### src/shared/ahrs_defines.svh
// Constants for the asynchronous hardware reset sequencer.
// Assumes a 125 MHz CPU clock; included by the package and the design file.
`ifndef AHRS_DEFINES_SVH
`define AHRS_DEFINES_SVH

// Clock period in picoseconds and the reset input filter time in nanoseconds.
`define AHRS_CLK_PS 8000
`define AHRS_FILTER_NS 500
// Least filter time rounded up to whole clock cycles.
`define AHRS_FILTER_CYC ((`AHRS_FILTER_NS * 1000 + `AHRS_CLK_PS - 1) / `AHRS_CLK_PS)
// Release window for external boot, in half clock periods.
`define AHRS_EXT_TCL_MIN 3
`define AHRS_EXT_TCL_MAX 8
// Cycles during which early flash reads return all ones.
`define AHRS_FLASH_EARLY_CYC 16
`define AHRS_FLASH_EARLY_DATA 16'hffff
`define AHRS_FLASH_LATE_DATA 16'h009b
// Start of instruction fetch after release.
`define AHRS_FETCH_ADDR 24'h000000
`define AHRS_FETCH_SEG 8'h00
// Configuration port width and clock option field position.
`define AHRS_CFG_W 16
`define AHRS_CLK_OPT_HI 15
`define AHRS_CLK_OPT_LO 13
// Value of the configuration port while its pins are pulled high.
`define AHRS_CFG_PULLED 16'hffff

`endif

### src/shared/ahrs_pkg.sv
// Types shared by the reset sequencer and its bench.
// Assumes the constants header sits in the include path.
`include "ahrs_defines.svh"

package ahrs_pkg;

    // Sequencer states, Gray coded along reset, wait, run.
    typedef enum logic [1:0]
    {
        AHRS_ST_RESET = 2'b00,
        AHRS_ST_WAIT = 2'b01,
        AHRS_ST_RUN = 2'b11,
        AHRS_ST_WARM = 2'b10
    } ahrs_state_e;

    // External bus strobe levels: address latch high active, read and write low active.
    typedef struct packed
    {
        logic ale;
        logic rd_n;
        logic write_strobe_n;
    } ahrs_strobe_s;

    // Pins that pass the three stage synchroniser together.
    typedef struct packed
    {
        logic reset_in_pin_n;
        logic reset_kind_select_pin;
        logic external_access_select;
        logic [`AHRS_CFG_W-1:0] configuration_port;
    } ahrs_pins_s;

endpackage : ahrs_pkg

### src/design/ahrs_sequencer.sv
// Asynchronous hardware and power-on reset sequencer of a 16-bit controller.
// Assumes resetn_i comes from an on-chip power detector and works with no clock,
// and that the flash controller reports the end of its initialisation on clk_i.
// Contract
// [RULE1] Low reset pin with low kind pin: asynchronous reset.
// [RULE2] Kind pin high: warm reset instead.
// [RULE3] After filter delay, default state, reset out low.
// [RULE4] Entry cancels holds, aborts bus cycles.
// [RULE5] Buses and pins float, configuration port pulled high.
// [RULE6] Detection needs no running clock; here only resetn_i does, the reset pin is sampled on clk_i.
// [RULE7] Partner holds both pins low until settled.
// [RULE8] Partner extends reset for regulator, one millisecond.
// [RULE9] Flash boot: hold reset until flash ready.
// [RULE10] External boot: release after three to eight half-clocks.
// [RULE11] Early flash reads: all ones, then 009B.
// [RULE12] Partner covers oscillator and PLL start-up.
// [RULE13] Partner pulses exceed filter and PLL relock.
// [RULE14] Latch configuration port when reset pin rises.
// [RULE15] Strobes inactive on leaving reset.
// [RULE16] Fetch starts at address zero, segment zero.
// [RULE17] Partner prefers synchronous reset.
// [RULE18] Glitch filter drops pulses shorter than delay.
// [RULE19] Internal reset asserts async, releases synchronously; here only power-on asserts async, the pin path asserts on a clock edge.
`timescale 1ns/10ps
`include "ahrs_defines.svh"

module ahrs_sequencer
(
    input wire logic clk_i,
    input wire logic resetn_i,
    input wire logic ce_i,
    input wire logic reset_in_pin_n_i,
    input wire logic reset_kind_select_pin_i,
    input wire logic external_access_select_i,
    input wire logic [`AHRS_CFG_W-1:0] configuration_port_i,
    input wire logic flash_init_done_i,
    input wire logic [15:0] flash_rdata_i,
    output logic core_reset_n_o,
    output logic reset_out_pin_n_o,
    output logic warm_reset_o,
    output logic hold_cancel_o,
    output logic bus_abort_o,
    output logic bus_hiz_o,
    output logic config_pullup_o,
    output logic [`AHRS_CFG_W-1:0] config_latched_o,
    output ahrs_pkg::ahrs_strobe_s strobes_o,
    output logic fetch_start_o,
    output logic [23:0] fetch_addr_o,
    output logic [7:0] fetch_seg_o,
    output logic [15:0] flash_rdata_o
);
    import ahrs_pkg::*;

    localparam logic [7:0] FILTER_CYC = 8'(`AHRS_FILTER_CYC);

    // Clock-cycle count for external boot release: the half-clock count from the clock option bits, halved and rounded up.
    function automatic logic [3:0] ext_release_cyc(input logic [2:0] opt);
        logic [3:0] half_clock_period;
        half_clock_period = 4'(`AHRS_EXT_TCL_MIN) + {1'b0, opt};
        if (half_clock_period > 4'(`AHRS_EXT_TCL_MAX))
        begin
            half_clock_period = 4'(`AHRS_EXT_TCL_MAX);
        end
        ext_release_cyc = (half_clock_period + 4'h1) >> 1;
    endfunction : ext_release_cyc

    ahrs_pins_s pins_s1_r;
    ahrs_pins_s pins_s2_r;
    ahrs_pins_s pins_s3_r;
    ahrs_pins_s pins_r;
    ahrs_pins_s pins_nxt;
    ahrs_state_e state_r;
    ahrs_state_e state_nxt;
    logic [7:0] low_cnt_r;
    logic [7:0] low_cnt_nxt;
    logic [3:0] rel_cnt_r;
    logic [3:0] rel_cnt_nxt;
    logic [4:0] early_cnt_r;
    logic [`AHRS_CFG_W-1:0] cfg_r;
    logic core_reset_n_r;
    logic out_n_r;
    logic warm_r;
    logic hiz_r;
    logic fetch_r;
    ahrs_strobe_s strobes_r;
    logic [15:0] rdata_r;

    // Three stage synchroniser on every pin; the first stage feeds only the second.
    always_ff @(posedge clk_i or negedge resetn_i)
    begin
        if (!resetn_i)
        begin
            pins_s1_r <= '1;
            pins_s2_r <= '1;
            pins_s3_r <= '1;
            pins_r <= '1;
        end
        else if (ce_i)
        begin
            pins_s1_r <= {reset_in_pin_n_i, reset_kind_select_pin_i, external_access_select_i, configuration_port_i};
            pins_s2_r <= pins_s1_r;
            pins_s3_r <= pins_s2_r;
            pins_r <= pins_nxt;
        end
    end

    // A pin bit is taken only once stages two and three agree.
    assign pins_nxt = (pins_r & (pins_s2_r ^ pins_s3_r)) | (pins_s2_r & ~(pins_s2_r ^ pins_s3_r));

    // Glitch filter: a low shorter than the filter time never reaches the trigger.
    // [RULE18] glitch filter count
    wire pin_low = !pins_r.reset_in_pin_n;
    assign low_cnt_nxt = !pin_low ? 8'h00 : (low_cnt_r == FILTER_CYC) ? low_cnt_r : low_cnt_r + 8'h01;
    wire trig = pin_low && (low_cnt_nxt == FILTER_CYC) && (low_cnt_r != FILTER_CYC);
    wire pin_rise = pins_r.reset_in_pin_n;
    wire [2:0] clk_opt = pins_r.configuration_port[`AHRS_CLK_OPT_HI:`AHRS_CLK_OPT_LO];

    // Next state: the kind pin chooses between the full and the warm sequence.
    always_comb
    begin
        state_nxt = state_r;
        rel_cnt_nxt = rel_cnt_r;
        case (state_r)
            AHRS_ST_RUN:
            begin
                // [RULE1] asynchronous kind select
                if (trig && !pins_r.reset_kind_select_pin)
                begin
                    state_nxt = AHRS_ST_RESET;
                end
                // [RULE2] warm reset path
                else if (trig)
                begin
                    state_nxt = AHRS_ST_WARM;
                end
            end
            AHRS_ST_RESET:
            begin
                if (pin_rise)
                begin
                    state_nxt = AHRS_ST_WAIT;
                    rel_cnt_nxt = ext_release_cyc(clk_opt);
                end
            end
            AHRS_ST_WAIT:
            begin
                if (pin_low)
                begin
                    state_nxt = AHRS_ST_RESET;
                end
                // [RULE10] external boot release
                else if (!pins_r.external_access_select)
                begin
                    rel_cnt_nxt = rel_cnt_r - 4'h1;
                    if (rel_cnt_r == 4'h1)
                    begin
                        state_nxt = AHRS_ST_RUN;
                    end
                end
                // [RULE9] wait for flash ready
                else if (flash_init_done_i)
                begin
                    state_nxt = AHRS_ST_RUN;
                end
            end
            AHRS_ST_WARM:
            begin
                if (pin_rise)
                begin
                    state_nxt = AHRS_ST_RUN;
                end
            end
            default:
            begin
                state_nxt = AHRS_ST_RESET;
            end
        endcase
    end

    wire in_reset_nxt = (state_nxt == AHRS_ST_RESET) || (state_nxt == AHRS_ST_WAIT);

    // Power-on reset clears everything with no clock; the pin path asserts
    // after the filter and every release is taken on a clock edge.
    // [RULE6] clockless power-on detection
    always_ff @(posedge clk_i or negedge resetn_i)
    begin
        if (!resetn_i)
        begin
            state_r <= AHRS_ST_RESET;
            low_cnt_r <= 8'h00;
            rel_cnt_r <= 4'h0;
            core_reset_n_r <= 1'b0;
            out_n_r <= 1'b0;
            warm_r <= 1'b0;
            hiz_r <= 1'b1;
        end
        else if (ce_i)
        begin
            state_r <= state_nxt;
            low_cnt_r <= low_cnt_nxt;
            rel_cnt_r <= rel_cnt_nxt;
            // [RULE19] synchronous release
            core_reset_n_r <= (state_nxt == AHRS_ST_RUN);
            // [RULE3] reset out driven low
            out_n_r <= !in_reset_nxt && (state_nxt != AHRS_ST_WARM);
            warm_r <= (state_nxt == AHRS_ST_WARM);
            // [RULE5] buses float in reset
            hiz_r <= in_reset_nxt || (state_nxt == AHRS_ST_WARM);
        end
    end

    // Configuration capture on the pin rise in the reset state, idle strobes while in reset, fetch start on release from the wait state.
    always_ff @(posedge clk_i or negedge resetn_i)
    begin
        if (!resetn_i)
        begin
            cfg_r <= `AHRS_CFG_PULLED;
            strobes_r <= '{ale: 1'b0, rd_n: 1'b1, write_strobe_n: 1'b1};
            fetch_r <= 1'b0;
        end
        else if (ce_i)
        begin
            // [RULE14] latch configuration port
            if (state_r == AHRS_ST_RESET && pin_rise)
            begin
                cfg_r <= pins_r.configuration_port;
            end
            // [RULE15] strobes driven inactive
            if (in_reset_nxt)
            begin
                strobes_r <= '{ale: 1'b0, rd_n: 1'b1, write_strobe_n: 1'b1};
            end
            // [RULE16] fetch from address zero
            fetch_r <= (state_r == AHRS_ST_WAIT) && (state_nxt == AHRS_ST_RUN);
        end
    end

    // Flash data before initialisation ends: all ones first, then the fixed
    // opcode that traps; software must not rely on either value.
    // [RULE11] early flash read data
    always_ff @(posedge clk_i or negedge resetn_i)
    begin
        if (!resetn_i)
        begin
            early_cnt_r <= 5'h00;
            rdata_r <= `AHRS_FLASH_EARLY_DATA;
        end
        else if (ce_i)
        begin
            if (state_nxt == AHRS_ST_RESET)
            begin
                early_cnt_r <= 5'h00;
            end
            else if (early_cnt_r != 5'(`AHRS_FLASH_EARLY_CYC))
            begin
                early_cnt_r <= early_cnt_r + 5'h01;
            end
            rdata_r <= (state_nxt == AHRS_ST_RESET) ? `AHRS_FLASH_EARLY_DATA : flash_init_done_i ? flash_rdata_i :
                (early_cnt_r != 5'(`AHRS_FLASH_EARLY_CYC)) ? `AHRS_FLASH_EARLY_DATA : `AHRS_FLASH_LATE_DATA;
        end
    end

    // [RULE4] cancel holds and abort cycles
    assign hold_cancel_o = hiz_r;
    assign bus_abort_o = hiz_r;
    assign core_reset_n_o = core_reset_n_r;
    assign reset_out_pin_n_o = out_n_r;
    assign warm_reset_o = warm_r;
    assign bus_hiz_o = hiz_r;
    assign config_pullup_o = hiz_r;
    assign config_latched_o = cfg_r;
    assign strobes_o = strobes_r;
    assign fetch_start_o = fetch_r;
    assign fetch_addr_o = `AHRS_FETCH_ADDR;
    assign fetch_seg_o = `AHRS_FETCH_SEG;
    assign flash_rdata_o = rdata_r;

    // Checks on the sequence.
    chk_async_entry: assert property (@(posedge clk_i) disable iff (!resetn_i) // RULE1
        (ce_i && state_r == AHRS_ST_RUN && trig && !pins_r.reset_kind_select_pin) |=> !reset_out_pin_n_o && !core_reset_n_o)
        else $error("Async reset not entered.");
    chk_warm_path: assert property (@(posedge clk_i) disable iff (!resetn_i) // RULE2
        (ce_i && state_r == AHRS_ST_RUN && trig && pins_r.reset_kind_select_pin) |=> warm_reset_o && state_r != AHRS_ST_RESET)
        else $error("Warm reset path wrong.");
    chk_out_low: assert property (@(posedge clk_i) disable iff (!resetn_i) // RULE3
        (state_r == AHRS_ST_RESET) |-> !reset_out_pin_n_o && bus_abort_o)
        else $error("Reset out not low in reset.");
    chk_pins_float: assert property (@(posedge clk_i) disable iff (!resetn_i) // RULE5
        (!core_reset_n_o && !warm_reset_o && state_r != AHRS_ST_RUN) |-> bus_hiz_o && config_pullup_o)
        else $error("Pins not floating in reset.");
    chk_flash_hold: assert property (@(posedge clk_i) disable iff (!resetn_i) // RULE9
        (state_r == AHRS_ST_WAIT && pins_r.external_access_select && !flash_init_done_i) |=> !core_reset_n_o)
        else $error("Released before flash ready.");
    chk_ext_release: assert property (@(posedge clk_i) disable iff (!resetn_i) // RULE10
        ($rose(state_r == AHRS_ST_WAIT) && !pins_r.external_access_select && ce_i) |-> ##[1:4] (state_r != AHRS_ST_WAIT))
        else $error("External boot release late.");
    chk_glitch_drop: assert property (@(posedge clk_i) disable iff (!resetn_i) // RULE18
        (state_r == AHRS_ST_RUN && low_cnt_r < FILTER_CYC - 8'h01) |=> state_r == AHRS_ST_RUN)
        else $error("Short pulse caused reset.");
    chk_cfg_capture: assert property (@(posedge clk_i) disable iff (!resetn_i) // RULE14
        (ce_i && state_r == AHRS_ST_RESET && pin_rise) |=> config_latched_o == $past(pins_r.configuration_port))
        else $error("Configuration not latched.");
    chk_fetch_pulse: assert property (@(posedge clk_i) disable iff (!resetn_i) // RULE16
        fetch_start_o |-> core_reset_n_o && fetch_addr_o == 24'h000000 && !$past(core_reset_n_o))
        else $error("Fetch start misplaced.");
    chk_strobe_idle: assert property (@(posedge clk_i) disable iff (!resetn_i) // RULE15
        (state_r == AHRS_ST_WAIT) |-> !strobes_o.ale && strobes_o.rd_n && strobes_o.write_strobe_n)
        else $error("Strobes active on reset exit.");
    chk_flash_early: assert property (@(posedge clk_i) disable iff (!resetn_i) // RULE11
        (state_r == AHRS_ST_RESET) |-> flash_rdata_o == 16'hffff)
        else $error("Flash data not all ones in reset.");

endmodule : ahrs_sequencer

### config.mk
export PLATFORM = sky130hd
export DESIGN_NAME = ahrs_sequencer
export DESIGN_NICKNAME = d
export VERILOG_FILES = /design/src/shared/ahrs_pkg.sv /design/src/design/ahrs_sequencer.sv
export VERILOG_INCLUDE_DIRS = /design/src /design/src/shared
export SDC_FILE = /design/constraint.sdc
export NUM_CORES = 1
export LEC_CHECK = 0
export ABC_AREA = 0
export BUFFER_PORTS_ARGS = -buffer_cell sky130_fd_sc_hd__buf_2
export CORE_MARGIN = 3
export CORE_UTILIZATION = 45
export DETAILED_ROUTE_END_ITERATION = 7
export GPL_TIMING_DRIVEN = 1
export HOLD_SLACK_MARGIN = 0.03
export PLACE_DENSITY = 0.64
export SYNTH_ARGS = -nofsm -noshare
export SYNTH_HDL_FRONTEND = slang
export SYNTH_SLANG_ARGS = --single-unit
### constraint.sdc
create_clock -name clk_i -period 4 [get_ports clk_i]
set_input_delay 0.4 -clock clk_i [delete_from_list [all_inputs] [get_ports clk_i]]
set_output_delay 0.4 -clock clk_i [all_outputs]
set_load 0.02 [all_outputs]
; ---- Yosys cells after proc, flatten, opt, wreduce, memory -nomap -nowiden
; Cells that the tools add are included.
[word_totals]
elab_cells = 94
input_bits = 39
regBits = 132
output_inout_bits = 75
[classes]
n_addsub = 5
mux = 23
n_lt_le_gt_ge = 1
reduce_logical = 18
n_eq_ne = 15
bitwise_logic = 5
[ops]
columns = operator, n
row1 = two-way mux 16 bit, 3
row2 = AND 19 bit, 2
row3 = two-way mux 4 bit, 6
row4 = inverter 19 bit, 1
row5 = bitwise OR 19 bit, 1
row6 = XOR 19 bit, 1
row7 = equality test 8 x 6 -> 1 bit (second input constant), 2
row8 = two-way mux 2 bit, 8
row9 = two-way mux 8 bit, 2
row10 = two-way mux 5 bit, 2
row11 = adder 8 x 1 -> 8 bit (second input constant), 1
row12 = equality test 2 bit (second input constant), 4
row13 = != test 2 bit (second input constant), 4
row14 = != test 8 x 6 -> 1 bit (second input constant), 1
row15 = case mux 2 bit (4 select lines), 1
row16 = case mux 4 bit (2 select lines), 1
row17 = logical AND 1 bit, 6
row18 = adder 5 x 1 -> 5 bit (second input constant), 1
row19 = != test 5 bit (second input constant), 1
row20 = AND reduction 5 bit, 1
row21 = adder 2 x 3 -> 4 bit (first input constant), 1
row22 = adder 4 x 1 -> 4 bit (second input constant), 1
row23 = equality test 2 x 1 -> 1 bit (second input constant), 2
row24 = equality test 4 x 1 -> 1 bit (second input constant), 1
row25 = other kinds (7), 13

; ---- Logic depth before layout (Yosys ltp)
; Gate-level depths: netlist of run 1.
[logic_depth]
depth_word = 13
mapped_depth = 9
mapped_depth_nobuf = 9

; ---- Worst setup path after synthesis of run 1
; Ideal clock, no wire load.
[synth_timing]
kind = flip-flop to flip-flop
start = register low_cnt_r[0]
end = register early_cnt_r[0]
path_stages_with_launch = 9
setup_time_ns = 0.125
t_required_ns = 3.875
slack_ns = 1.653
period_less_slack_ns = 2.347
n_path_buf = 1
arrival_time_ns = 2.222
path_cell_list = dfrtp_1 ha_1 buf_4 xnor2_1 a211oi_1 o221ai_1 o41ai_4 o21ai_1 mux2_2
[synth_via]
elab_chain_cells = 12
word_cells_on_any_way = 16
cone_classes = add/sub: 1 / eq/ne: 3 / mux: 6 / reduce/logical: 6
[synth_lines]
columns = item, line
row1 = start: declaration, ahrs_sequencer.sv:74  ; logic [7:0] low_cnt_r;
row2 = start signal: assignment, ahrs_sequencer.sv:200  ; low_cnt_r <= low_cnt_nxt;
row3 = adder 8 x 1 -> 8 bit or equality test 8 x 6 -> 1 bit (tied branches), ahrs_sequencer.sv:113  ; assign low_cnt_nxt = !pin_low ? 8'h00 : (low_cnt_r == FILTER_CYC) ? low_cnt_r : low_cnt_r + 8'h01;
row4 = two-way mux 8 bit (2 in a row), ahrs_sequencer.sv:113
row5 = equality test 8 x 6 -> 1 bit, ahrs_sequencer.sv:114  ; wire trig = pin_low && (low_cnt_nxt == FILTER_CYC) && (low_cnt_r != FILTER_CYC);
row6 = logical AND 1 bit, ahrs_sequencer.sv:114
row7 = logical AND 1 bit *, ahrs_sequencer.sv:114
row8 = two-way mux 2 bit or logical AND 1 bit (tied branches), "ahrs_sequencer.sv:132, ahrs_sequencer.sv:127"
row9 = two-way mux 2 bit *, ahrs_sequencer.sv:127  ; if (trig && !pins_r.reset_kind_select_pin)
row10 = case mux 2 bit (4 select lines) *, ahrs_sequencer.sv:123  ; case (state_r)
row11 = logical NOT 2 bit *, ahrs_sequencer.sv:250  ; if (state_nxt == AHRS_ST_RESET)
row12 = nonzero test 2 bit (no source line), n/a
row13 = AND reduction 2 bit (no source line), n/a
row14 = end signal: assignment, ahrs_sequencer.sv:256  ; early_cnt_r <= early_cnt_r + 5'h01;
row15 = end: declaration, ahrs_sequencer.sv:78  ; logic [4:0] early_cnt_r;
; Mark *: on every way between the ends. The rest lies on a longest branch, timed or not.
; A chain may end at the register's enable or synchronous reset.

; ---- Worst setup path in the final report of run 1
[layout_timing]
start = register low_cnt_r[1]
end = register early_cnt_r[0]
; Same word-level chain as after synthesis.

==> results_tabular.tex, run 1 <==
\begin{tabular}{lr}
\hline
Metric & Value \\
\hline
\multicolumn{2}{l}{\textbf{Outcome}} \\
\quad Status & complete, no violations \\
\multicolumn{2}{l}{\textbf{Min path}} \\
\quad Type of the worst min-delay path & in2reg \\
\quad Hold Startpoint & flash\_rdata\_i[7] \\
\quad Hold Path Stages & 2 \\
\quad Hold endpoint & flash\_rdata\_o[7] \\
\multicolumn{2}{l}{\textbf{Floorplan}} \\
\quad Die Footprint & 15200 um2 \\
\quad Core region area & 13300 um2 \\
\quad Starting utilization of the core area & 46.3\% \\
\quad Die extent in x & 123 um \\
\quad Ports placed on the boundary & 114 \\
\quad Height of the die & 123 um \\
\quad Number of rows in the core area & 42 \\
\multicolumn{2}{l}{\textbf{Logic synthesis}} \\
\quad Synthesis-stage register bit count & 131 \\
\quad Post-synthesis sequential area ratio & 55.3\% \\
\quad Average cell area after synthesis & 11.1 um2 \\
\quad Ys async rst share & 100\% \\
\quad Count of unique library cells instantiated by Yosys & 52 \\
\quad Most used DFF post-synth & dfstp\_2 \\
\quad Number of warnings printed during yosys synthesis & 0 \\
\quad Count of mapped cells out of synthesis & 556 \\
\quad Combined area of all synthesized cells & 6180 um2 \\
\quad Count of flip-flops with a built-in enable after synthesis & 0 \\
\multicolumn{2}{l}{\textbf{STA}} \\
\quad Final worst path period share & 79.3\% \\
\quad Upper clock frequency limit & 315 MHz \\
\quad Worst Tran Pin Value & 1090 ps \\
\quad Worst clock skew & 4.90 ps \\
\quad Final Hold Fails & 0 \\
\quad Worst slew margin relative to its limit & 27.2\% \\
\quad Fin. max-slew vios & 0 \\
\quad RSZ-0062 raised after global routing & false \\
\quad Clock period minus worst slack & 3170 ps \\
\quad Worst hold margin & 203 ps \\
\quad Setup ws final & 826 ps \\
\quad \# setup viols final & 0 \\
\quad Post-route setup TNS & 0 ps \\
\multicolumn{2}{l}{\textbf{CTS}} \\
\quad Postcts setup bufs & 0 \\
\quad Clock transition at the register clock pins on the worst setup and hold paths after CTS & 50 ps \\
\quad Clock latency on the worst-skew pair & 410 ps \\
\quad Maximum clock insertion buffer count & 2 \\
\quad Clock buffers created by TritonCTS & 17 \\
\quad H-tree Lvls & 4 \\
\quad Clock tree from TritonCTS & done \\
\quad Library cell used as clock root buffer & clkbuf\_16 \\
\quad Sink Count & 131 \\
\multicolumn{2}{l}{\textbf{Place}} \\
\quad Placed instance area & 6530 um2 \\
\quad Worst slack, placed & 898 ps \\
\quad Count of port buffers added during placement & 78 \\
\quad Last weighted congestion value of the routability-driven placer & 0.829 \\
\quad Placed wire-length estimate & 7610 um \\
\multicolumn{2}{l}{\textbf{Layout}} \\
\quad Synth-to-layout area growth & 16.0\% \\
\quad Area taken by flip-flops and latches & 3410 um2 \\
\quad Total of fill cells in the finished design & 1175 \\
\quad Number of antenna diodes & 0 \\
\quad Share of cells above drive strength 1 & 42.8\% \\
\quad Final-stage net count & 669 \\
\quad Post-route cell area & 7170 um2 \\
\quad Multi-input logic area & 2350 um2 \\
\multicolumn{2}{l}{\textbf{Worst setup path}} \\
\quad Source of the worst register-to-register timing path & low\_cnt\_r[1] \\
\quad Terminus of the critical flop-to-flop path & early\_cnt\_r[0] \\
\quad Req. time, crit path & 4290 ps \\
\quad Worst reg2reg setup slack & 830 ps \\
\quad Capturing element type of the critical path & flip-flop \\
\quad Max Fanout on Critical Path & 18 \\
\quad Logic depth of the worst register-to-register path & 7 \\
\quad Worst path slowest cell & o41ai\_4 \\
\quad Slowest cell delay on critical path & 890 ps \\
\quad Worst setup path category & reg2reg \\
\quad Critical path cell sequence & ha\_1 > nor3b\_2 > nand2\_2 > a41o\_1 > o41ai\_4 > o21ai\_1 > mux2\_2 \\
\quad Kind of launch point of the worst setup path & flip-flop \\
\quad CP arrival & 3460 ps \\
\multicolumn{2}{l}{\textbf{Routing}} \\
\quad Length of the first detailed-routing pass in iterations & 5 \\
\quad Number of violations reported at the end of detailed-routing iteration 0 & 282 \\
\quad Antenna Nets Post-Route & 0 \\
\quad Wire length per cell & 14.4 um \\
\quad Routed via count & 4218 \\
\quad DRC Markers & 0 \\
\quad Routed vias/inst & 5.20 \\
\quad Final Routed Wirelength & 11700 um \\
\multicolumn{2}{l}{\textbf{Pwr}} \\
\quad Flop pwr share & 43.3\% \\
\quad Switch share & 31.3\% \\
\quad Switch Pwr & 1.59 mW \\
\quad Clock power frac & 31.8\% \\
\quad Combinational Power Share & 24.9\% \\
\quad IR Drop Worst-Case VDD & 0.408 mV \\
\quad Reported leakage power & 3.04 nW \\
\quad Internal cell power & 3.49 mW \\
\quad Power density over the cells & 708 nW/um2 \\
\multicolumn{2}{l}{\textbf{Run}} \\
\quad Reported max-cap violation count & 0 \\
\multicolumn{2}{l}{\textbf{Global route}} \\
\quad Largest net degree at the start of global routing & 114 \\
\quad Number of antenna violations at the first check in global routing & 1 \\
\quad Global-route wire length before repair & 19200 um \\
\quad Number of global-route vias before repair & 3975 \\
\quad GR Util All Layers & 16.2\% \\
\quad GR Overflow Total & 0 \\
\hline
\end{tabular}
==> layer usage <==
metal  vias to the layer above  track usage [%]  wire length, um
met4                         2             5.81              180
li1                       2002                -                -
met3                        19             5.54              592
met1                      2069             21.9             5460
met5                         -                0               13
met2                       126             24.1             5440
==> cells in the mapped netlist (all sizes together), types with 2 or more instances <==
library cell | n | area [um2]
conb | 2 | 7.51
nor4 | 2 | 12.5
and3 | 5 | 31.3
a31o | 3 | 26.3
clkbuf | 20 | 75.1
a21oi | 40 | 200
nand2 | 27 | 104
nor3 | 6 | 30.0
a311oi | 2 | 17.5
nand3 | 5 | 25.0
a31oi | 2 | 12.5
buf | 48 | 339
a22o | 5 | 43.8
o2bb2ai | 3 | 26.3
nor2b | 14 | 87.6
mux2 | 57 | 642
inv | 34 | 128
o21ai | 79 | 395
nand4 | 3 | 18.8
or2 | 2 | 12.5
nor2 | 16 | 60.1
o22a | 16 | 140
nand3b | 2 | 15.0
dfrtp | 22 | 551
ha | 8 | 100
o41ai | 3 | 45.1
dfstp | 109 | 2860
nand2b | 4 | 25.0
==> through the flow <==
step,utilization (%),cells,power [mW]
5_1_grt,53.7,811,5.40
3_5_place_dp,48.9,778,3.49
3_3_place_gp,48.9,778,3.42
6_report,53.7,811,5.08
2_1_floorplan,-,589,3.14
4_1_cts,53.7,811,5.14
==> timing repair <==
action,CTS,global route
gates resized for setup,0,0
hold buffers,1,0
hold endpoints to repair,5,0
==> cell families (layout without fill, tap and decap cells) <==
logic type,count (synthesis),after routing,synth area share [%]
AO/OA/AOI/OAI,162,162,15.9
XOR/XNOR,2,2,0.284
adder cells (fa/ha/maj),8,8,1.62
buffers and inverters,102,148,8.77
flip-flops,131,131,55.3
multiplexers,57,57,10.4
other,2,35,0.122
AND/OR/NAND/NOR,92,92,7.69
==> worst max-delay path: cells and delay by family, from the launching register on <==
kind	cells	cell delay, ps
AOI/OAI and AO/OA	3	1390
adders and majority gates	1	420
DFF	1	480
muxes	1	340
and+or+nand+nor	2	420
==> power by group through the flow <==
stage / sequential, mW / clock (mW) / combinational, mW
floorplan: 2.28 / 0 / 0.860
global placement: 2.19 / 0 / 1.22
detailed placement: 2.22 / 0 / 1.27
CTS: 2.20 / 1.65 / 1.28
global route: 2.27 / 1.72 / 1.41
finish: 2.20 / 1.61 / 1.26
==> cell usage in the layout (no fill, tap or decap), drive strengths merged, types with 4 or more instances in the layout <==
| cell type | instances |
|---|---|
| clkbuf | 22 |
| ha | 8 |
| conb | 35 |
| nand3 | 5 |
| inv | 34 |
| dfstp | 109 |
| clkinv | 7 |
| buf | 81 |
| and3 | 5 |
| a21oi | 40 |
| nor2b | 14 |
| nor3 | 6 |
| o22a | 16 |
| nor2 | 16 |
| a22o | 5 |
| nand2 | 27 |
| nand2b | 4 |
| dfrtp | 22 |
| mux2 | 57 |
| o21ai | 79 |
==> worst max path at each step <==
stage / startpoint / to / slack [ps] / cells after the start
3_3_place_gp: low_cnt_r[1] / early_cnt_r[0] / 1050 / 7
4_1_cts: low_cnt_r[0] / early_cnt_r[0] / 860 / 7
6_report: low_cnt_r[1] / early_cnt_r[0] / 830 / 7
3_5_place_dp: low_cnt_r[1] / early_cnt_r[0] / 900 / 7
2_1_floorplan: low_cnt_r[0] / early_cnt_r[0] / 1650 / 8
5_1_grt: low_cnt_r[1] / early_cnt_r[0] / 660 / 7
==> area by class of cell <==
cell class	count	area share (%)
Tap cell	176	3.07
Inverter	34	1.78
Clock inverter	10	1.75
Multi-Input combinational cell	356	32.7
Timing Repair Buffer	82	5.97
Sequential cell	131	47.6
Clock buffer	22	7.05
(Power assumes the default switching activity.)
==> run 2, diff against run 1 <==
ABC_AREA = 1   (was 0)
clock period = 3.2 ns   (was 4 ns; I/O delays follow)
==> results_tabular.tex, run 2 <==
\begin{tabular}{lr}
\hline
Metric & Value \\
\hline
\multicolumn{2}{l}{\textbf{Outcome}} \\
\quad Status & complete, no violations \\
\multicolumn{2}{l}{\textbf{Run}} \\
\quad Reported max-cap violation count & 0 \\
\multicolumn{2}{l}{\textbf{CTS}} \\
\quad Clock tree from TritonCTS & done \\
\quad Sink Count & 131 \\
\quad Clock latency on the worst-skew pair & 410 ps \\
\quad Library cell used as clock root buffer & clkbuf\_16 \\
\quad H-tree Lvls & 4 \\
\quad Clock buffers created by TritonCTS & 17 \\
\quad Maximum clock insertion buffer count & 2 \\
\quad Clock transition at the register clock pins on the worst setup and hold paths after CTS & 50 ps \\
\multicolumn{2}{l}{\textbf{STA}} \\
\quad Worst clock skew & 4.72 ps \\
\quad Worst slew margin relative to its limit & 39.6\% \\
\quad Final Hold Fails & 0 \\
\quad Worst Tran Pin Value & 905 ps \\
\quad Fin. max-slew vios & 0 \\
\quad Upper clock frequency limit & 450 MHz \\
\quad RSZ-0062 raised after global routing & false \\
\quad Post-route setup TNS & 0 ps \\
\quad Worst hold margin & 109 ps \\
\quad \# setup viols final & 0 \\
\quad Final worst path period share & 69.4\% \\
\quad Clock period minus worst slack & 2220 ps \\
\multicolumn{2}{l}{\textbf{Place}} \\
\quad Last weighted congestion value of the routability-driven placer & 0.797 \\
\quad Count of port buffers added during placement & 78 \\
\quad Placed wire-length estimate & 7910 um \\
\multicolumn{2}{l}{\textbf{Layout}} \\
\quad Commonest non-fill, non-tap cells in the layout & nand2\_1, dfstp\_2, nor2\_1 \\
\quad Area taken by flip-flops and latches & 3410 um2 \\
\quad Leading cell type in the layout, fill and taps excluded & nand2\_1 \\
\quad Total of fill cells in the finished design & 1177 \\
\quad Core utilization of the finished layout & 54.3\% \\
\quad Share of cells above drive strength 1 & 32.0\% \\
\quad Number of antenna diodes & 0 \\
\quad Final-stage net count & 794 \\
\quad Synth-to-layout area growth & 15.3\% \\
\quad Multi-input logic area & 2180 um2 \\
\multicolumn{2}{l}{\textbf{Routing}} \\
\quad Number of violations reported at the end of detailed-routing iteration 0 & 258 \\
\quad Antenna Nets Post-Route & 0 \\
\quad DRC Markers & 0 \\
\quad Routed via count & 4472 \\
\quad Length of the first detailed-routing pass in iterations & 4 \\
\quad Routed vias/inst & 4.82 \\
\quad Final Routed Wirelength & 11700 um \\
\quad Wire length per cell & 12.6 um \\
\multicolumn{2}{l}{\textbf{Floorplan}} \\
\quad Die Footprint & 15000 um2 \\
\quad Ports placed on the boundary & 114 \\
\quad Die extent in x & 122 um \\
\quad Core region area & 12900 um2 \\
\quad Height of the die & 122 um \\
\quad Starting utilization of the core area & 47.1\% \\
\quad Number of rows in the core area & 41 \\
\multicolumn{2}{l}{\textbf{Global route}} \\
\quad GR Util All Layers & 17.0\% \\
\quad Largest net degree at the start of global routing & 88 \\
\quad Global-route wire length before repair & 20200 um \\
\quad Number of antenna violations at the first check in global routing & 0 \\
\quad Number of global-route vias before repair & 4388 \\
\quad GR Overflow Total & 0 \\
\multicolumn{2}{l}{\textbf{Worst setup path}} \\
\quad Max Fanout on Critical Path & 6 \\
\quad Logic depth of the worst register-to-register path & 13 \\
\quad Capturing element type of the critical path & flip-flop \\
\quad Kind of launch point of the worst setup path & flip-flop \\
\quad Req. time, crit path & 3460 ps \\
\quad Worst setup path category & reg2reg \\
\quad CP arrival & 2480 ps \\
\multicolumn{2}{l}{\textbf{Logic synthesis}} \\
\quad Average cell area after synthesis & 9.01 um2 \\
\quad Largest cells by area after synthesis & dfstp\_2, nand2\_1, dfrtp\_1, o21ai\_0, nor2\_1 \\
\quad Cell accounting for the most synthesized area & dfstp\_2 \\
\quad Number of warnings printed during yosys synthesis & 0 \\
\quad Leading cell types by count after synthesis & nand2\_1, dfstp\_2, nor2\_1 \\
\quad Post-synthesis sequential area ratio & 56.0\% \\
\quad Most repeated cell in the gate-level netlist after synthesis & nand2\_1 \\
\quad Ys async rst share & 100\% \\
\quad Most used DFF post-synth & dfstp\_2 \\
\quad Count of unique library cells instantiated by Yosys & 36 \\
\quad Count of flip-flops with a built-in enable after synthesis & 0 \\
\quad Synthesis-stage register bit count & 131 \\
\quad Count of mapped cells out of synthesis & 676 \\
\quad Combined area of all synthesized cells & 6090 um2 \\
\quad Share of Yosys cell area claimed by the top area cell type & 47.0\% \\
\multicolumn{2}{l}{\textbf{Pwr}} \\
\quad Power density over the cells & 721 nW/um2 \\
\quad Reported leakage power & 3.24 nW \\
\quad IR Drop Worst-Case VDD & 0.401 mV \\
\multicolumn{2}{l}{\textbf{Min path}} \\
\quad Type of the worst min-delay path & in2reg \\
\quad Hold Path Stages & 3 \\
\hline
\end{tabular}
## run 2: cell count changes after synthesis, moves of 8 or more
cell / change
mux2_1: -16
o21ai_0: -8
a21oi_2: +10
o211ai_1: +13
mux2_2: -41
nor2_1: +66
o22a_1: -16
a21oi_1: -12
nor2b_1: -14
nand3_1: +17
inv_1: +22
nand2_1: +126
## run 2: cell type report
cell class              count  area share [%]
clock buffers              23            6.80
flip-flops and latches    131            48.6
multi-input cells         456            31.0
well taps                 172            3.06
repair buffers             84            6.31
clock inverters             5            1.14
inverters                  57            3.05
## run 2: final timing paths
| check | startpoint | to | slack, ps |
|---|---|---|---|
| min in group asynchronous | resetn_i | low_cnt_r[0] | 540 |
| setup reg to reg | flip-flop | rel_cnt_r[1] | 980 |
| max in group asynchronous | resetn_i | config_latched_o[9] | 1690 |
| hold reg to reg | pins_s1_r[4] | pins_s1_r[4] | 460 |
| setup / recovery | flip-flop | rel_cnt_r[1] | 980 |
| hold / removal | configuration_port_i[3] | pins_s1_r[3] | 110 |
## run 2: critical path, cell delays in order, from the launching register on
cell	delay (ps)
dfstp_2	570
inv_1	70
ha_1	220
xnor2_1	140
inv_1	80
a21oi_1	70
or2_2	280
inv_1	60
ha_1	130
inv_1	40
o21ai_0	140
o21ai_0	100
nand2_1	70
o21ai_0	90
## run 2: cells by family after synthesis
logic type / Yosys count / synth area share (%)
fa+ha+maj: 8 / 1.64
compound gates: 129 / 12.1
buf+inv: 122 / 10.2
flops: 131 / 56.0
other cells: 2 / 0.123
simple gates: 277 / 18.7
xor+xnor: 7 / 1.13
## run 2: stage by stage
stage	setup WS (ps)	power (mW)	area (um2)	std cells
finish	980	5.06	7020	928
global route	750	5.38	7020	928
CTS	988	5.12	7020	928
detailed placement	1000	3.26	6460	899
global placement	1140	3.21	6460	899
floorplan	1210	3.02	6220	709
## run 2: what timing repair did
action	in CTS	in global routing
resized for setup	0	0
endpoints found under the hold margin	15	0
hold buffers	1	0
buffers inserted	0	0
## run 2: routing by layer
layer	track usage, %	vias to the layer above	part of all wire (%)
met5	0	-	0
met3	4.15	18	3.8
met1	21.8	2126	45
met4	7.42	0	1.8
met2	27.6	88	49
li1	-	2240	-
## run 2: power breakdown
part	leakage [nW]	total, mW	internal (mW)	switching (mW)
combinational	1.56	0.941	0.329	0.612
sequential	1.41	2.29	2.07	0.220
clock	0.267	1.83	1.19	0.642
total	3.24	5.06	3.59	1.47
==> run 3, diff against run 2 <==
ABC_AREA = 0   (was 1)
PLACE_DENSITY = 0.66   (was 0.64)
clock period = 1.8 ns   (was 3.2 ns; I/O delays follow)
==> results_tabular.tex, run 3 (same netlist as run 1, synthesis figures left out) <==
\begin{tabular}{lr}
\hline
Metric & Value \\
\hline
\multicolumn{2}{l}{\textbf{Routing}} \\
\quad DRC Markers & 0 \\
\quad Topmost layer with routed signal wires & met4 \\
\quad Routed via count & 4468 \\
\quad Wire length per cell & 15.0 um \\
\quad Met1 Wirelength & 5780 um \\
\quad Antenna Nets Post-Route & 0 \\
\quad Routed vias/inst & 5.10 \\
\quad Detailed route wirelength on metal2 & 6420 um \\
\quad Number of violations reported at the end of detailed-routing iteration 0 & 258 \\
\quad DR WL met3 & 685 um \\
\quad Final Routed Wirelength & 13100 um \\
\quad Length of the first detailed-routing pass in iterations & 5 \\
\multicolumn{2}{l}{\textbf{Pwr}} \\
\quad Power density over the cells & 1510 nW/um2 \\
\quad Reported leakage power & 3.35 nW \\
\quad IR Drop Worst-Case VDD & 0.876 mV \\
\multicolumn{2}{l}{\textbf{STA}} \\
\quad Worst clock skew & 6.00 ps \\
\quad Clock period minus worst slack & 2090 ps \\
\quad Worst Tran Pin Value & 563 ps \\
\quad Upper clock frequency limit & 479 MHz \\
\quad Setup ws final & -288 ps \\
\quad Worst slew margin relative to its limit & 62.5\% \\
\quad Worst hold margin & 167 ps \\
\quad Final Hold Fails & 0 \\
\quad Fin. max-slew vios & 0 \\
\quad RSZ-0062 raised after global routing & true \\
\quad Final worst path period share & 116\% \\
\quad Post-route setup TNS & -5850 ps \\
\quad \# setup viols final & 25 \\
\multicolumn{2}{l}{\textbf{Outcome}} \\
\quad Status & finished with violations \\
\quad Failing checks & setup timing \\
\multicolumn{2}{l}{\textbf{Floorplan}} \\
\quad Height of the die & 123 um \\
\quad Core region area & 13300 um2 \\
\quad Starting utilization of the core area & 46.3\% \\
\quad Number of rows in the core area & 42 \\
\quad Ports placed on the boundary & 114 \\
\quad Die extent in x & 123 um \\
\quad Die Footprint & 15200 um2 \\
\multicolumn{2}{l}{\textbf{Layout}} \\
\quad Share of cells above drive strength 1 & 47.9\% \\
\quad Core utilization of the finished layout & 59.1\% \\
\quad Number of antenna diodes & 0 \\
\quad Final-stage net count & 734 \\
\quad Leading cell type in the layout, fill and taps excluded & dfstp\_2 \\
\quad Synth-to-layout area growth & 27.7\% \\
\quad Commonest non-fill, non-tap cells in the layout & dfstp\_2, o21ai\_0, buf\_2 \\
\multicolumn{2}{l}{\textbf{Worst setup path}} \\
\quad Kind of launch point of the worst setup path & flip-flop \\
\quad Source of the worst register-to-register timing path & low\_cnt\_r[0] \\
\quad Critical path cell sequence & ha\_4 > nor3b\_4 > nand2\_2 > a41o\_1 > o41ai\_4 > buf\_6 > buf\_4 > nand2b\_4 > o32ai\_2 \\
\quad Worst reg2reg setup slack & -290 ps \\
\quad Max Fanout on Critical Path & 7 \\
\quad Worst path slowest cell & dfrtp\_1 \\
\quad Worst setup path category & reg2reg \\
\quad Count of buffering cells on the critical path with inverters included & 2 \\
\quad Top cell family by delay on the critical path & compound AO/OA/AOI/OAI gates \\
\quad CP arrival & 2380 ps \\
\quad Slowest cell delay on critical path & 400 ps \\
\quad Capturing element type of the critical path & flip-flop \\
\quad Logic depth of the worst register-to-register path & 9 \\
\quad Terminus of the critical flop-to-flop path & warm\_reset\_o \\
\quad Req. time, crit path & 2090 ps \\
\multicolumn{2}{l}{\textbf{CTS}} \\
\quad Clock tree from TritonCTS & done \\
\quad Sink Count & 131 \\
\quad Clock latency on the worst-skew pair & 420 ps \\
\quad Clock transition at the register clock pins on the worst setup and hold paths after CTS & 60 ps \\
\quad Clock buffers created by TritonCTS & 17 \\
\quad Library cell used as clock root buffer & clkbuf\_16 \\
\quad H-tree Lvls & 4 \\
\quad Maximum clock insertion buffer count & 2 \\
\multicolumn{2}{l}{\textbf{Run}} \\
\quad Reported max-cap violation count & 0 \\
\multicolumn{2}{l}{\textbf{Global route}} \\
\quad Largest net degree at the start of global routing & 84 \\
\quad Global-route wire length before repair & 21300 um \\
\quad GR Util All Layers & 17.9\% \\
\quad Number of antenna violations at the first check in global routing & 0 \\
\quad GR Overflow Total & 0 \\
\quad Number of global-route vias before repair & 4349 \\
\multicolumn{2}{l}{\textbf{Min path}} \\
\quad Hold endpoint & flash\_rdata\_o[13] \\
\quad Type of the worst min-delay path & in2reg \\
\quad Hold Path Stages & 4 \\
\quad Hold Startpoint & flash\_rdata\_i[13] \\
\multicolumn{2}{l}{\textbf{Place}} \\
\quad Count of port buffers added during placement & 78 \\
\quad Last weighted congestion value of the routability-driven placer & 0.817 \\
\quad Placed wire-length estimate & 8300 um \\
\quad Worst slack, placed & -466 ps \\
\hline
\end{tabular}
==> run 3: cell count changes in the layout (fill, tap and decap cells not counted), sizes merged, moves of 14 or more <==
cell	delta
buf	+37
dlygate4sd3	+24
inv	-17
mux2	+57
nand2	-130
nand3	-19
nor2	-70
nor2b	+14
o22a	+16
==> run 3: area by class of cell <==
type / count / area, um2
flip-flops and latches: 131 / 3420
inverters: 34 / 130
clock inverters: 14 / 151
well taps: 176 / 220
fillers: 1100 / 5460
multi-input cells: 356 / 2460
repair buffers: 147 / 1070
clock buffers: 18 / 439
==> run 3: how the worst max path moves through the flow <==
stage / startpoint / to / cells past startpoint
after floorplan: low_cnt_r[0] / early_cnt_r[0] / 8
after global placement: low_cnt_r[0] / early_cnt_r[0] / 7
after detailed placement: low_cnt_r[0] / early_cnt_r[0] / 7
after CTS: low_cnt_r[0] / early_cnt_r[0] / 8
after global routing: low_cnt_r[0] / flash_rdata_o[4] / 8
final: low_cnt_r[0] / warm_reset_o / 9
==> run 3: report_power, final <==
part | internal (mW) | switching (mW)
Sequential | 4.19 | 0.591
Combinational | 1.68 | 2.00
Clock | 2.09 | 1.34
Total | 7.96 | 3.93
==> run 3: metal layers <==
| layer | global-route usage, % | vias up |
|---|---|---|
| met5 | 0 | - |
| met4 | 7.27 | 0 |
| met3 | 4.89 | 21 |
| met2 | 28.1 | 114 |
| met1 | 23.6 | 2190 |
| li1 | - | 2143 |
==> run 3: timing repair <==
item                                    4_1_cts  5_1_grt
hold endpoints to repair                     31        0
gates cloned                                  0        2
setup buffers                                 3        2
endpoints found under the setup margin       27       42
pin swaps                                     9        6
hold buffers                                 25        0
resized for setup                            17       12
==> run 3: metrics by stage <==
step	total power, mW	cell area, um2	cells
final	11.9	7890	876
after global routing	12.6	7890	876
after CTS	11.8	7790	872
after detailed placement	8.08	6850	812
after global placement	7.96	6850	812
after floorplan	7.02	6340	589
==> run 3: worst register-to-register path, delay by kind of cell, from the launching register on <==
kind	cells	cell delay, ps
AOI/OAI and AO/OA	3	630
and+or+nand+nor	3	430
buffers and inverters	2	300
adders and majority gates	1	190
DFF	1	400
